## src/dac_frame_defines.vh

```
// Shared constants for the converter frame writer
`ifndef DAC_FRAME_DEFINES_VH
`define DAC_FRAME_DEFINES_VH

// ==============================================
// Timing
`define CLK_PERIOD_NS 100
`define SCK_HALF_NS 500
`define SCK_HALF_CYC ((`SCK_HALF_NS + `CLK_PERIOD_NS - 1) / `CLK_PERIOD_NS)
`define CS_SETUP_NS 500
`define CS_SETUP_CYC ((`CS_SETUP_NS + `CLK_PERIOD_NS - 1) / `CLK_PERIOD_NS)
`define CS_HOLD_NS 500
`define CS_HOLD_CYC ((`CS_HOLD_NS + `CLK_PERIOD_NS - 1) / `CLK_PERIOD_NS)

// ==============================================
// Frame shape
`define BYTE_BITS 8
`define FRAME_BITS 16
`define BYTE_COUNT_INIT 4'h8
`define FRAME_COUNT_INIT 5'h10

// ==============================================
// Bit-banged port layout
`define PORT_CS_BIT 0
`define PORT_CLK_BIT 1
`define PORT_DATA_BIT 2
`define PORT_IDLE 3'h1

// ==============================================
// Reset values
`define CS_N_RESET 1'b1
`define SCK_RESET 1'b0

`endif

```

## src/spi_byte_shifter.v

```verilog
// Eight-bit serial shifter, master or slave, clock idle low, sample on rise
`timescale 1ns/10ps
`include "dac_frame_defines.vh"
module spi_byte_shifter
(
	input wire clk_i,
	input wire reset_i,
	input wire master_i,
	input wire load_i,
	input wire [7:0] tx_byte_i,
	input wire sck_s_i,
	input wire mosi_s_i,
	input wire miso_s_i,
	input wire ss_n_s_i,
	output wire sck_o,
	output wire mosi_o,
	output wire miso_o,
	output wire [7:0] rx_byte_o,
	output wire done_o,
	output wire active_o
);
	localparam integer HALF_W = `SCK_HALF_CYC;
	localparam [7:0] HALF = HALF_W[7:0];
	reg [7:0] shift_reg;
	reg [3:0] cnt_reg;
	reg [7:0] timer_reg;
	reg sck_reg;
	reg sck_prev_reg;
	reg in_bit_reg;
	reg active_reg;
	reg done_reg;
	wire rise = sck_s_i & ~sck_prev_reg;
	wire fall = ~sck_s_i & sck_prev_reg;

	// ==============================================
	// Shift engine
	always @(posedge clk_i)
	begin
		sck_prev_reg <= sck_s_i;
		done_reg <= 1'b0;
		if (reset_i)
		begin
			shift_reg <= 8'h00;
			cnt_reg <= `BYTE_COUNT_INIT;
			timer_reg <= 8'h00;
			sck_reg <= `SCK_RESET;
			in_bit_reg <= 1'b0;
			active_reg <= 1'b0;
		end
		else if (master_i)
		begin
			if (!active_reg)
			begin
				sck_reg <= 1'b0;
				if (load_i)
				begin
					shift_reg <= tx_byte_i;
					cnt_reg <= `BYTE_COUNT_INIT;
					timer_reg <= HALF;
					active_reg <= 1'b1;
				end
			end
			else if (timer_reg != 8'h01)
				timer_reg <= timer_reg - 8'h01;
			else
			begin
				timer_reg <= HALF;
				if (!sck_reg)
				begin
					sck_reg <= 1'b1;
					in_bit_reg <= miso_s_i;
				end
				else
				begin
					sck_reg <= 1'b0;
					shift_reg <= {shift_reg[6:0], in_bit_reg};
					cnt_reg <= cnt_reg - 4'h1;
					if (cnt_reg == 4'h1)
					begin
						active_reg <= 1'b0;
						done_reg <= 1'b1;
					end
				end
			end
		end
		else
		begin
			sck_reg <= 1'b0;
			if (ss_n_s_i)
			begin
				// Preload reply byte while deselected
				shift_reg <= tx_byte_i;
				cnt_reg <= `BYTE_COUNT_INIT;
				active_reg <= 1'b0;
			end
			else
			begin
				active_reg <= 1'b1;
				if (rise)
					in_bit_reg <= mosi_s_i;
				else if (fall)
				begin
					shift_reg <= {shift_reg[6:0], in_bit_reg};
					cnt_reg <= (cnt_reg == 4'h1) ? `BYTE_COUNT_INIT : cnt_reg - 4'h1;
					done_reg <= (cnt_reg == 4'h1);
				end
			end
		end
	end

	assign sck_o = sck_reg;
	assign mosi_o = shift_reg[7];
	assign miso_o = shift_reg[7];
	assign rx_byte_o = shift_reg;
	assign done_o = done_reg;
	assign active_o = active_reg;
endmodule // spi_byte_shifter

```

## src/bitbang_frame_driver.v

```verilog
// Sixteen-bit frame driven on three plain port bits
`timescale 1ns/10ps
`include "dac_frame_defines.vh"
module bitbang_frame_driver
(
	input wire clk_i,
	input wire reset_i,
	input wire start_i,
	input wire [7:0] addr_i,
	input wire [7:0] data_i,
	output wire [2:0] port_o,
	output wire done_o
);
	localparam integer HALF_W = `SCK_HALF_CYC;
	localparam [7:0] HALF = HALF_W[7:0];
	localparam [2:0] B_IDLE = 3'h0;
	localparam [2:0] B_SET = 3'h1;
	localparam [2:0] B_HIGH = 3'h2;
	localparam [2:0] B_LOW = 3'h3;
	localparam [2:0] B_SHIFT = 3'h4;
	reg [2:0] state_reg;
	reg [7:0] addr_reg;
	reg [7:0] data_reg;
	reg [4:0] count_reg;
	reg [7:0] timer_reg;
	reg cs_n_reg;
	reg clk_reg;
	reg sdo_reg;
	reg done_reg;
	wire tick = (timer_reg == 8'h01);

	// ==============================================
	// Bit loop
	always @(posedge clk_i)
	begin
		done_reg <= 1'b0;
		if (reset_i)
		begin
			state_reg <= B_IDLE;
			addr_reg <= 8'h00;
			data_reg <= 8'h00;
			count_reg <= 5'h00;
			timer_reg <= 8'h00;
			cs_n_reg <= `CS_N_RESET;
			clk_reg <= `SCK_RESET;
			sdo_reg <= 1'b0;
		end
		else
		begin
			timer_reg <= tick ? HALF : timer_reg - 8'h01;
			case (state_reg)
				B_IDLE:
				begin
					clk_reg <= 1'b0;
					if (start_i)
					begin
						cs_n_reg <= 1'b0;
						count_reg <= `FRAME_COUNT_INIT;
						addr_reg <= addr_i;
						data_reg <= data_i;
						timer_reg <= HALF;
						state_reg <= B_SET;
					end
				end
				B_SET:
				begin
					sdo_reg <= addr_reg[7];
					if (tick)
						state_reg <= B_HIGH;
				end
				B_HIGH:
				begin
					clk_reg <= 1'b1;
					if (tick)
						state_reg <= B_LOW;
				end
				B_LOW:
				begin
					clk_reg <= 1'b0;
					if (tick)
						state_reg <= B_SHIFT;
				end
				B_SHIFT:
				begin
					// Address byte goes out first; the data byte's top bit is carried into the address byte
					data_reg <= {data_reg[6:0], 1'b0};
					addr_reg <= {addr_reg[6:0], data_reg[7]};
					count_reg <= count_reg - 5'h01;
					timer_reg <= HALF;
					if (count_reg == 5'h01)
					begin
						cs_n_reg <= 1'b1;
						done_reg <= 1'b1;
						state_reg <= B_IDLE;
					end
					else
						state_reg <= B_SET;
				end
				default:
					state_reg <= B_IDLE;
			endcase
		end
	end

	assign port_o = {sdo_reg, clk_reg, cs_n_reg};
	assign done_o = done_reg;
endmodule // bitbang_frame_driver

```

## src/dac_serial_frame_writer.v

```verilog
// Top: frame writer for an eight-channel serial converter
// How it works
// - Master shifts each byte out MSB first
// - Clock pin drives as master, listens as slave
// - Data changes one edge, sampled the other
// - Return line input as master, output as slave
// - Slave select gates slave transfers only
// - Master; data valid at rising clock edge
// - Frame is two back-to-back bytes, sixteen bits
// - Chip select falls before first bit
// - First byte address pointer, second data
// - Chip select rises after both bytes
// - Wait each byte's completion before continuing
// - Port bits: select, clock, data
// - Bit-banged start: select low, count sixteen
// - Top address bit onto data before clock
// - Clock high then low, once per bit
// - Shift data byte, carry into address byte
// - Count down sixteen bits, then raise select
`timescale 1ns/10ps
`include "dac_frame_defines.vh"
module dac_serial_frame_writer
(
	input wire CLK_I,
	input wire RESET_I,
	input wire START_I,
	input wire [7:0] ADDR_I,
	input wire [7:0] DATA_I,
	input wire USE_BITBANG_I,
	input wire MASTER_I,
	input wire [7:0] SLAVE_TX_I,
	input wire SCK_I,
	output reg SCK_O,
	output reg SCK_OE_N_O,
	input wire MOSI_I,
	output reg MOSI_O,
	output reg MOSI_OE_N_O,
	input wire MISO_I,
	output reg MISO_O,
	output reg MISO_OE_N_O,
	input wire SS_N_I,
	output reg CS_N_O,
	output reg [2:0] PORT_O,
	output reg BUSY_O,
	output reg DONE_O,
	output reg [7:0] SLAVE_RX_O,
	output reg SLAVE_RX_VALID_O
);
	// ==============================================
	// Timing counts, cut to the timer width on purpose
	localparam integer SETUP_W = `CS_SETUP_CYC;
	localparam integer HOLD_W = `CS_HOLD_CYC;
	localparam [7:0] SETUP = SETUP_W[7:0];
	localparam [7:0] HOLD = HOLD_W[7:0];

	// ==============================================
	// Sequencer states
	localparam [2:0] S_IDLE = 3'h0;
	localparam [2:0] S_SETUP = 3'h1;
	localparam [2:0] S_LOAD_A = 3'h2;
	localparam [2:0] S_WAIT_A = 3'h3;
	localparam [2:0] S_LOAD_D = 3'h4;
	localparam [2:0] S_WAIT_D = 3'h5;
	localparam [2:0] S_HOLD = 3'h6;
	localparam [2:0] S_BANG = 3'h7;

	// ==============================================
	// Pin synchronisers
	// The serial clock from outside is only seen through these; edges are found one stage later
	reg sck_m_reg;
	reg sck_s_reg;
	reg mosi_m_reg;
	reg mosi_s_reg;
	reg miso_m_reg;
	reg miso_s_reg;
	reg ss_m_reg;
	reg ss_s_reg;

	always @(posedge CLK_I)
	begin
		if (RESET_I)
		begin
			sck_m_reg <= 1'b0;
			sck_s_reg <= 1'b0;
			mosi_m_reg <= 1'b0;
			mosi_s_reg <= 1'b0;
			miso_m_reg <= 1'b0;
			miso_s_reg <= 1'b0;
			ss_m_reg <= 1'b1;
			ss_s_reg <= 1'b1;
		end
		else
		begin
			sck_m_reg <= SCK_I;
			sck_s_reg <= sck_m_reg;
			mosi_m_reg <= MOSI_I;
			mosi_s_reg <= mosi_m_reg;
			miso_m_reg <= MISO_I;
			miso_s_reg <= miso_m_reg;
			ss_m_reg <= SS_N_I;
			ss_s_reg <= ss_m_reg;
		end
	end

	// ==============================================
	// Frame state
	reg [2:0] state_reg;
	reg [2:0] state_next;
	reg [7:0] timer_reg;
	reg [7:0] timer_next;
	reg [7:0] addr_reg;
	reg [7:0] data_reg;
	reg master_reg;
	reg cs_n_reg;
	reg cs_n_next;
	reg busy_reg;
	reg busy_next;
	reg done_reg;
	reg done_next;
	reg load_sh;
	reg [7:0] tx_sh;
	reg start_bb;

	wire sh_sck;
	wire sh_mosi;
	wire sh_miso;
	wire [7:0] sh_rx;
	wire sh_done;
	wire sh_active;
	wire [2:0] bb_port;
	wire bb_done;

	// Configuration only changes between frames, so a half-sent byte never sees a role swap
	// A selected slave keeps the shifter active; swapping then would start a phantom master byte
	always @(posedge CLK_I)
	begin
		if (RESET_I)
		begin
			master_reg <= 1'b1;
			addr_reg <= 8'h00;
			data_reg <= 8'h00;
		end
		else if (state_reg == S_IDLE && !sh_active)
		begin
			master_reg <= MASTER_I;
			if (START_I)
			begin
				addr_reg <= ADDR_I;
				data_reg <= DATA_I;
			end
		end
	end

	// ==============================================
	// Sequencer
	always @*
	begin
		state_next = state_reg;
		timer_next = timer_reg;
		cs_n_next = cs_n_reg;
		busy_next = busy_reg;
		done_next = 1'b0;
		load_sh = 1'b0;
		tx_sh = master_reg ? addr_reg : SLAVE_TX_I;
		start_bb = 1'b0;
		case (state_reg)
			S_IDLE:
			begin
				if (START_I && master_reg)
				begin
					busy_next = 1'b1;
					if (USE_BITBANG_I)
					begin
						start_bb = 1'b1;
						state_next = S_BANG;
					end
					else
					begin
						cs_n_next = 1'b0;
						timer_next = SETUP;
						state_next = S_SETUP;
					end
				end
			end
			S_SETUP:
			begin
				// Select settles low before the first clock edge
				if (timer_reg == 8'h01)
					state_next = S_LOAD_A;
				else
					timer_next = timer_reg - 8'h01;
			end
			S_LOAD_A:
			begin
				load_sh = 1'b1;
				tx_sh = addr_reg;
				state_next = S_WAIT_A;
			end
			S_WAIT_A:
			begin
				if (sh_done)
					state_next = S_LOAD_D;
			end
			S_LOAD_D:
			begin
				load_sh = 1'b1;
				tx_sh = data_reg;
				state_next = S_WAIT_D;
			end
			S_WAIT_D:
			begin
				if (sh_done)
				begin
					timer_next = HOLD;
					state_next = S_HOLD;
				end
			end
			S_HOLD:
			begin
				if (timer_reg == 8'h01)
				begin
					cs_n_next = 1'b1;
					busy_next = 1'b0;
					done_next = 1'b1;
					state_next = S_IDLE;
				end
				else
					timer_next = timer_reg - 8'h01;
			end
			S_BANG:
			begin
				start_bb = 1'b0;
				if (bb_done)
				begin
					busy_next = 1'b0;
					done_next = 1'b1;
					state_next = S_IDLE;
				end
			end
			default:
				state_next = S_IDLE;
		endcase
	end

	always @(posedge CLK_I)
	begin
		if (RESET_I)
		begin
			state_reg <= S_IDLE;
			timer_reg <= 8'h00;
			cs_n_reg <= `CS_N_RESET;
			busy_reg <= 1'b0;
			done_reg <= 1'b0;
		end
		else
		begin
			state_reg <= state_next;
			timer_reg <= timer_next;
			cs_n_reg <= cs_n_next;
			busy_reg <= busy_next;
			done_reg <= done_next;
		end
	end

	// ==============================================
	// Engines
	spi_byte_shifter u_shifter
	(
		.clk_i(CLK_I),
		.reset_i(RESET_I),
		.master_i(master_reg),
		.load_i(load_sh),
		.tx_byte_i(tx_sh),
		.sck_s_i(sck_s_reg),
		.mosi_s_i(mosi_s_reg),
		.miso_s_i(miso_s_reg),
		.ss_n_s_i(ss_s_reg),
		.sck_o(sh_sck),
		.mosi_o(sh_mosi),
		.miso_o(sh_miso),
		.rx_byte_o(sh_rx),
		.done_o(sh_done),
		.active_o(sh_active)
	);

	// Bit-banged path reads the request directly, as the latched copy lands one cycle late
	bitbang_frame_driver u_bitbang
	(
		.clk_i(CLK_I),
		.reset_i(RESET_I),
		.start_i(start_bb),
		.addr_i(ADDR_I),
		.data_i(DATA_I),
		.port_o(bb_port),
		.done_o(bb_done)
	);

	// ==============================================
	// Output registers
	// Every pin is delayed by the same single stage, so data-to-clock spacing is kept
	always @(posedge CLK_I)
	begin
		if (RESET_I)
		begin
			SCK_O <= `SCK_RESET;
			SCK_OE_N_O <= 1'b0;
			MOSI_O <= 1'b0;
			MOSI_OE_N_O <= 1'b0;
			MISO_O <= 1'b0;
			MISO_OE_N_O <= 1'b1;
			CS_N_O <= `CS_N_RESET;
			PORT_O <= `PORT_IDLE;
			BUSY_O <= 1'b0;
			DONE_O <= 1'b0;
			SLAVE_RX_O <= 8'h00;
			SLAVE_RX_VALID_O <= 1'b0;
		end
		else
		begin
			SCK_O <= master_reg & sh_sck;
			SCK_OE_N_O <= ~master_reg;
			MOSI_O <= master_reg & sh_mosi;
			MOSI_OE_N_O <= ~master_reg;
			MISO_O <= ~master_reg & sh_miso;
			MISO_OE_N_O <= master_reg | ss_s_reg;
			CS_N_O <= cs_n_reg;
			PORT_O <= bb_port;
			BUSY_O <= busy_reg;
			DONE_O <= done_reg;
			SLAVE_RX_VALID_O <= ~master_reg & sh_done & sh_active;
			// Received byte stands until the next one lands
			if (~master_reg & sh_done)
				SLAVE_RX_O <= sh_rx;
		end
	end
endmodule // dac_serial_frame_writer

```

## config.mk

```make
export PLATFORM = sky130hd
export DESIGN_NAME = dac_serial_frame_writer
export DESIGN_NICKNAME = d
export VERILOG_FILES = /design/src/spi_byte_shifter.v /design/src/bitbang_frame_driver.v /design/src/dac_serial_frame_writer.v
export VERILOG_INCLUDE_DIRS = /design/src /design/src/src
export SDC_FILE = /design/constraint.sdc
export NUM_CORES = 1
export LEC_CHECK = 0
export ABC_AREA = 0
export BUFFER_PORTS_ARGS = -buffer_cell sky130_fd_sc_hd__buf_2
export CORE_MARGIN = 2
export CORE_UTILIZATION = 40
export CTS_CLUSTER_DIAMETER = 120
export DETAILED_ROUTE_END_ITERATION = 10
export PLACE_DENSITY = 0.56
export SYNTH_ARGS = -nofsm -noshare
export SYNTH_HDL_FRONTEND = slang
export SYNTH_HIERARCHICAL = 1
export SYNTH_SLANG_ARGS = --single-unit
```

## constraint.sdc

```tcl
create_clock -name CLK_I -period 2.8 [get_ports CLK_I]
set_clock_uncertainty 0.15 [all_clocks]
set_input_delay 0.84 -clock CLK_I [delete_from_list [all_inputs] [get_ports CLK_I]]
set_output_delay 0.84 -clock CLK_I [all_outputs]
set_load 0.1 [all_outputs]
```

## Yosys cells after proc, flatten, opt, wreduce, memory -nomap -nowiden

Cells that the tools add are included.

| word-level totals | value |
|---|---|
| flip-flop bits (word level) | 120 |
| input bits | 33 |
| output and inout port bits | 21 |

| operators by class | value |
|---|---|
| $add $sub $neg | 5 |
| equality and inequality tests | 37 |
| mux-type cells | 92 |
| bitwise gates (word level) | 13 |
| reduce and logical (&&, ||, !) cells | 29 |

Operators by type and width:

| operator | count |
|---|---|
| $mux 8 | 20 |
| $pmux 8 s2 | 4 |
| $mux 1 | 38 |
| $mux 4 | 9 |
| $mux 3 | 11 |
| $pmux 3 s8 | 1 |
| $pmux 8 s3 | 1 |
| $sub 8x1->8 const B | 3 |
| $ne 2x1->1 const B | 10 |
| $eq 8x1->1 const B | 2 |
| $eq 3x3->1 const B | 5 |
| $pmux 3 s5 | 1 |
| $reduce_and 5->1 | 3 |
| $ne 2x2->1 const B | 7 |
| $eq 3x2->1 const B | 4 |
| $reduce_and 4->1 | 3 |
| $pmux 5 s2 | 1 |
| $reduce_bool 2->1 | 5 |
| $reduce_bool 3->1 | 3 |
| $ne 8x1->1 const B | 1 |
| $pmux 1 s2 | 4 |
| $reduce_or 2->1 | 4 |
| $and 1x1->1 | 7 |
| $eq 3x1->1 const B | 2 |
| other kinds (18) | 27 |

## Depth between registers and ports, before layout

| depth | value |
|---|---|
| word-level depth | 6 |
| mapped depth | 9 |
| depth with buffers taken out | 7 |

## Cells and area by module

The synthesis kept the hierarchy.

Modules (own cells, without submodules):

| module | times used | cells each | area each (um2) | seq. area each (um2) |
|---|---|---|---|---|
| dac_serial_frame_writer | 1 | 291 | 2509.9 | 1181.1 |
| bitbang_frame_driver | 1 | 204 | 1765.4 | 720.7 |
| spi_byte_shifter | 1 | 154 | 1361.3 | 500.5 |

## Worst setup path after synthesis

Ideal clock, no wire load.

| timing | value |
|---|---|
| path type | input -> register |
| from | input port USE_BITBANG_I |
| to | register u_bitbang.addr_reg[5] |
| library setup time | 88 ps |
| arrival | 2154 ps |
| data required time | 2562 ps |
| setup slack | 407 ps |
| cell stages on the path | 6 |
| cells stage by stage | or4b_1 nor2_1 o21a_2 buf_2 nor2_1 a311oi_2 |

| on the way | value |
|---|---|
| longest elaborated chain between the ends | 5 |

RTL lines:

| item | RTL line | text |
|---|---|---|
| start, declared | dac_serial_frame_writer.v:29 | `input wire USE_BITBANG_I,` |
| $mux 1 | dac_serial_frame_writer.v:172 | `if (USE_BITBANG_I)` |
| $mux 1 | dac_serial_frame_writer.v:169 | `if (START_I && master_reg)` |
| $mux 1 | dac_serial_frame_writer.v:166 | `case (state_reg)` |
| net start_bb | dac_serial_frame_writer.v:122 | `reg start_bb;` |
| $ne 2x2->1 (no source line) | -- |  |
| $reduce_and 2->1 (no source line) | -- |  |
| end signal, assigned | bitbang_frame_driver.v:59 | `addr_reg <= addr_i;` |
| end signal, assigned | bitbang_frame_driver.v:87 | `addr_reg <= {addr_reg[6:0], data_reg[7]};` |
| end, declared | bitbang_frame_driver.v:22 | `reg [7:0] addr_reg;` |

The timed path passes the listed nets, and every way through them passes these cells.
A chain may end at the register's enable or synchronous reset.

## Worst setup path in the final report

| timing | value |
|---|---|
| from | register u_shifter.timer_reg[4] |
| to | register u_shifter.cnt_reg[3] |

| on the way | value |
|---|---|
| longest elaborated chain between the ends | 3 |

RTL lines:

| item | RTL line | text |
|---|---|---|
| start, declared | spi_byte_shifter.v:26 | `reg [7:0] timer_reg;` |
| start signal, assigned | spi_byte_shifter.v:64 | `timer_reg <= timer_reg - 8'h01;` |
| $ne 8x1->1 | spi_byte_shifter.v:63 | `else if (timer_reg != 8'h01)` |
| $ne 3x3->1 (no source line) | -- |  |
| $reduce_and 5->1 (no source line) | -- |  |
| end signal, assigned | spi_byte_shifter.v:58 | `` cnt_reg <= `BYTE_COUNT_INIT; `` |
| end signal, assigned | spi_byte_shifter.v:77 | `cnt_reg <= cnt_reg - 4'h1;` |
| end signal, assigned | spi_byte_shifter.v:93 | `` cnt_reg <= `BYTE_COUNT_INIT; `` |
| end, declared | spi_byte_shifter.v:25 | `reg [3:0] cnt_reg;` |

No other way between the ends.

==> results list <==
* Tot GR Track Use: between 10% and 20%
- Counting the fill cells in the layout gives 1351.
- For met2 alone, demand over resource in global routing was 28.5%.
- Clock-pin transition on the worst setup and hold timing paths: 0.05 ns
* Number of buffers inserted by post-CTS setup repair: 0
- Number of clock buffers inserted by TritonCTS: 17
* Top delay family on crit path: simple AND/OR/NAND/NOR gates
- STA puts the critical path data required time at between 2 and 3 ns.
- 0 antenna diodes ended up in the layout.
- The run finished with clean final reports.
* Transition time of the tightest slew-check pin: 0.740 ns
- After the first detailed-routing iteration, the DRC count stood at 217.
* Largest stage delay on the critical path: 0.73 ns
- Setup violations remaining at the end of the flow were counted as 0.
- RSZ-0062 raised after global routing: no
- The detail route stage leaves a number of antenna-violating nets equal to 0.
- Effective utilization at floorplan: between 40% and 50%
* H-tree Lvls: 4
* CTS tree: done
- The detailed router placed 4675 vias in this run.
- Reg power frac: 34.5%
* Critical path's slowest cell: sky130_fd_sc_hd__or4_1
- Of the total power, the clock network draws 27.5%.
* Top-level I/O count: 54
- Design internal power: around 4.4 mW
- During synthesis, Yosys emitted a total of 6 warnings.
* Critical Path Start Type: register
- Using the TritonRoute via totals, the vias-per-cell ratio works out to between 5 and 6.
- After floorplanning, the core was sized to cover 0.0138 mm2.
- The clock passes through at most 2 buffers.
* Footprint of the multi-input gates: 0.00290 mm2
* Post-CTS Resized: 0
- Clock tree synthesis selected as its root buffer the cell sky130_fd_sc_hd__clkbuf_16.
* Chip Height: 123 um
- Non-filler instance count after layout: roughly 900
- In the final timing run, aggregate negative setup slack is 0 ns.
- First-pass GRT wire length: 21.1 mm
* Die Area: 0.0151 mm2
- Net switching is 38.0% of the power.
* Share of the clock period used by the worst path after layout: 84.3%
- Async set-reset flop share out of synthesis: 0%
- Max_cap viols: 0
* Standard-cell row count: 43
- Final wirelength: 12.8 mm
* Horizontal extent of the die: 123 um
* Achievable Freq: 424 MHz
- Data arrival time of the critical path: 2.51 ns
* Gr ovfl total: 0
- DP Worst Slack: between 0.2 and 0.25 ns
- The first TritonRoute pass finished after 4 iterations.
- GRT busiest layer: met2
* Count of buffers inserted at the top-level ports: 53
- Number of cells in the design after placement: roughly 850
- Ordered list of cells on the worst path: or4_1 -> nor2_8 -> a41o_2 -> and4_1 -> o21bai_1
- The initial antenna violation count was 0.
* Latest clock arrival within the worst-skew pair: 0.41 ns
- The share of the Yosys chip area taken by registers is 42.6%.
* Share of total power in combinational logic: 38.1%
* Met1 routing resource usage after global routing: approximately 23%
- Fraction of final layout cells with drive strength greater than 1: 18.1%
- Entering global routing, the biggest net connects 39 pins.
- Summed over all cells, the static leakage comes to 2.57 nW.
- Net count of the finished layout: between 700 and 800
- Along the worst path, the maximum fanout reaches 21.
- The average instance in the mapped netlist occupies 8.69 um2.
* Count of distinct cell types in the synthesized netlist: 73
- Hold buffer count at cts: 0
- The via count of the first global-routing pass came to 4367.
- Headroom to the max-slew limit came out at 50.0%.
- After layout, the minimum clock period comes to 2.36 ns.
* Final core occ: 46.9%
- The count of endpoints failing hold in the final timing report came to 0.
- Number of enable flip-flop cells after synthesis: 0
- Critical setup path kind: reg -> reg
- The clock drives 120 sinks.
* Max-slew violations: 0
* Detailed placement HPWL: 8.92 mm
- For this design the ratio of total power to cell area is 1100 mW/mm2.
* Sum of buffers and inverters on the critical path: 0
* Number of design rule violations left after detail routing: 0
- Global routing usage on met3: 5.95%
- Summed over all nets, the switching power comes to 2.71 mW.
- Mapped Nets: between 600 and 700
- The sequential cells in the finished layout cover a total of 0.00240 mm2.
* Worst hold path type: reg -> reg
- Avg WL per Cell: roughly 15 um
- The synthesized design contains 120 register bits.
* Routability congestion estimate from global placement: 0.835
- Compared with the post-synthesis result, the final layout area differs by 15.1%.
- Most used flip-flop cell after synthesis: sky130_fd_sc_hd__dfxtp_1
- Synth Cell Area: 0.00564 mm2
- VDD sags by at most 0.000506 V.
- Kind of capture point of the worst setup path: register
- Number of instances in the synthesized netlist: 649
* Least setup slack across all paths after layout: approximately 0.44 ns
[area by class of cell]
cell class | instances | share of cell area, %
clock buffer | 26 | 8.00
clock inverter | 3 | 0.231
inverter | 22 | 1.27
multi-input combinational | 463 | 44.6
sequential | 120 | 37.0
tap | 180 | 3.47
timing repair buffer | 62 | 5.36
[cells by family (layout without fill, tap and decap cells)]
group | Yosys count | count (layout) | synth area share, %
AO/OA/AOI/OAI | 142 | 142 | 18.8
XOR/XNOR | 10 | 10 | 1.55
adder cells (fa/ha/maj) | 10 | 10 | 2.22
buffers and inverters | 66 | 113 | 5.99
flip-flops | 120 | 120 | 42.6
multiplexers | 20 | 20 | 3.62
AND/OR/NAND/NOR | 281 | 281 | 25.2
[cells in the mapped netlist, drive strengths merged, types with 7 or more instances]
master | n | area [um2]
dfxtp | 120 | 2400
nand2 | 107 | 402
nor2 | 67 | 294
a21oi | 56 | 280
buf | 26 | 188
inv | 22 | 82.6
clkbuf | 18 | 67.6
nor3 | 18 | 95.1
a311oi | 17 | 193
mux2i | 17 | 170
o21ai | 17 | 85.1
nor2b | 16 | 100
and3 | 12 | 75.1
a211oi | 10 | 115
ha | 10 | 125
a221o | 8 | 80.1
or2 | 7 | 43.8
[cell usage in the layout (no fill, tap or decap), types with 4 or more instances in the layout]
master,Yosys,routed
sky130_fd_sc_hd__inv_1,22,22
sky130_fd_sc_hd__and3_1,12,12
sky130_fd_sc_hd__nor3_1,17,17
sky130_fd_sc_hd__nand4_1,5,5
sky130_fd_sc_hd__nand3b_1,6,6
sky130_fd_sc_hd__mux2i_1,17,17
sky130_fd_sc_hd__o21ai_1,5,5
sky130_fd_sc_hd__nor2b_1,16,16
sky130_fd_sc_hd__o21ai_0,12,12
sky130_fd_sc_hd__xor2_1,4,4
sky130_fd_sc_hd__and2_1,4,4
sky130_fd_sc_hd__buf_2,6,52
sky130_fd_sc_hd__nand3_1,6,6
sky130_fd_sc_hd__nor2_1,63,63
sky130_fd_sc_hd__nand2b_1,6,6
sky130_fd_sc_hd__a211oi_2,8,8
sky130_fd_sc_hd__buf_4,10,9
sky130_fd_sc_hd__o32ai_1,4,4
sky130_fd_sc_hd__clkbuf_8,0,6
sky130_fd_sc_hd__or2_2,5,5
sky130_fd_sc_hd__a311oi_2,7,7
sky130_fd_sc_hd__a221o_1,8,8
sky130_fd_sc_hd__nand2_1,107,107
sky130_fd_sc_hd__clkbuf_16,0,17
sky130_fd_sc_hd__a31oi_1,4,4
sky130_fd_sc_hd__a21oi_1,56,56
sky130_fd_sc_hd__a311oi_1,10,10
sky130_fd_sc_hd__xnor2_1,6,6
sky130_fd_sc_hd__ha_1,10,10
sky130_fd_sc_hd__dfxtp_1,120,120
[power by group through the flow]
stage | clock network (mW) | logic, mW | registers [mW]
5_1_grt | 2.10 | 3.00 | 2.51
6_report | 1.96 | 2.71 | 2.46
3_3_place_gp | 0 | 2.65 | 2.46
3_5_place_dp | 0 | 2.70 | 2.48
2_1_floorplan | 0 | 2.27 | 2.42
4_1_cts | 2.01 | 2.71 | 2.45
[stage by stage]
step           hold slack [ns]  cell area, um2  power [mW]
2_1_floorplan            0.209            5640        4.70
3_3_place_gp             0.226            5950        5.11
3_5_place_dp             0.224            5950        5.18
4_1_cts                  0.231            6490        7.17
5_1_grt                  0.242            6490        7.62
6_report                 0.227            6490        7.13
[path summary, 6_finish.rpt]
kind                                              from                     end  slack [ns]  cells after the start
worst max-delay path            u_shifter/timer_reg[4]    u_shifter/cnt_reg[3]        0.44                      5
worst min-delay path                         sck_s_reg  u_shifter/sck_prev_reg        0.23                      0
worst max register to register  u_shifter/timer_reg[4]    u_shifter/cnt_reg[3]        0.44                      5
worst min register to register               sck_s_reg  u_shifter/sck_prev_reg        0.23                      0
[per-layer routing]
layer | wire [um] | vias to the layer above
li1 | - | 2342
met1 | 6040 | 2242
met2 | 6130 | 84
met3 | 571 | 7
met4 | 78 | 0
met5 | 0 | -
Power figures use the tool's default switching activity.
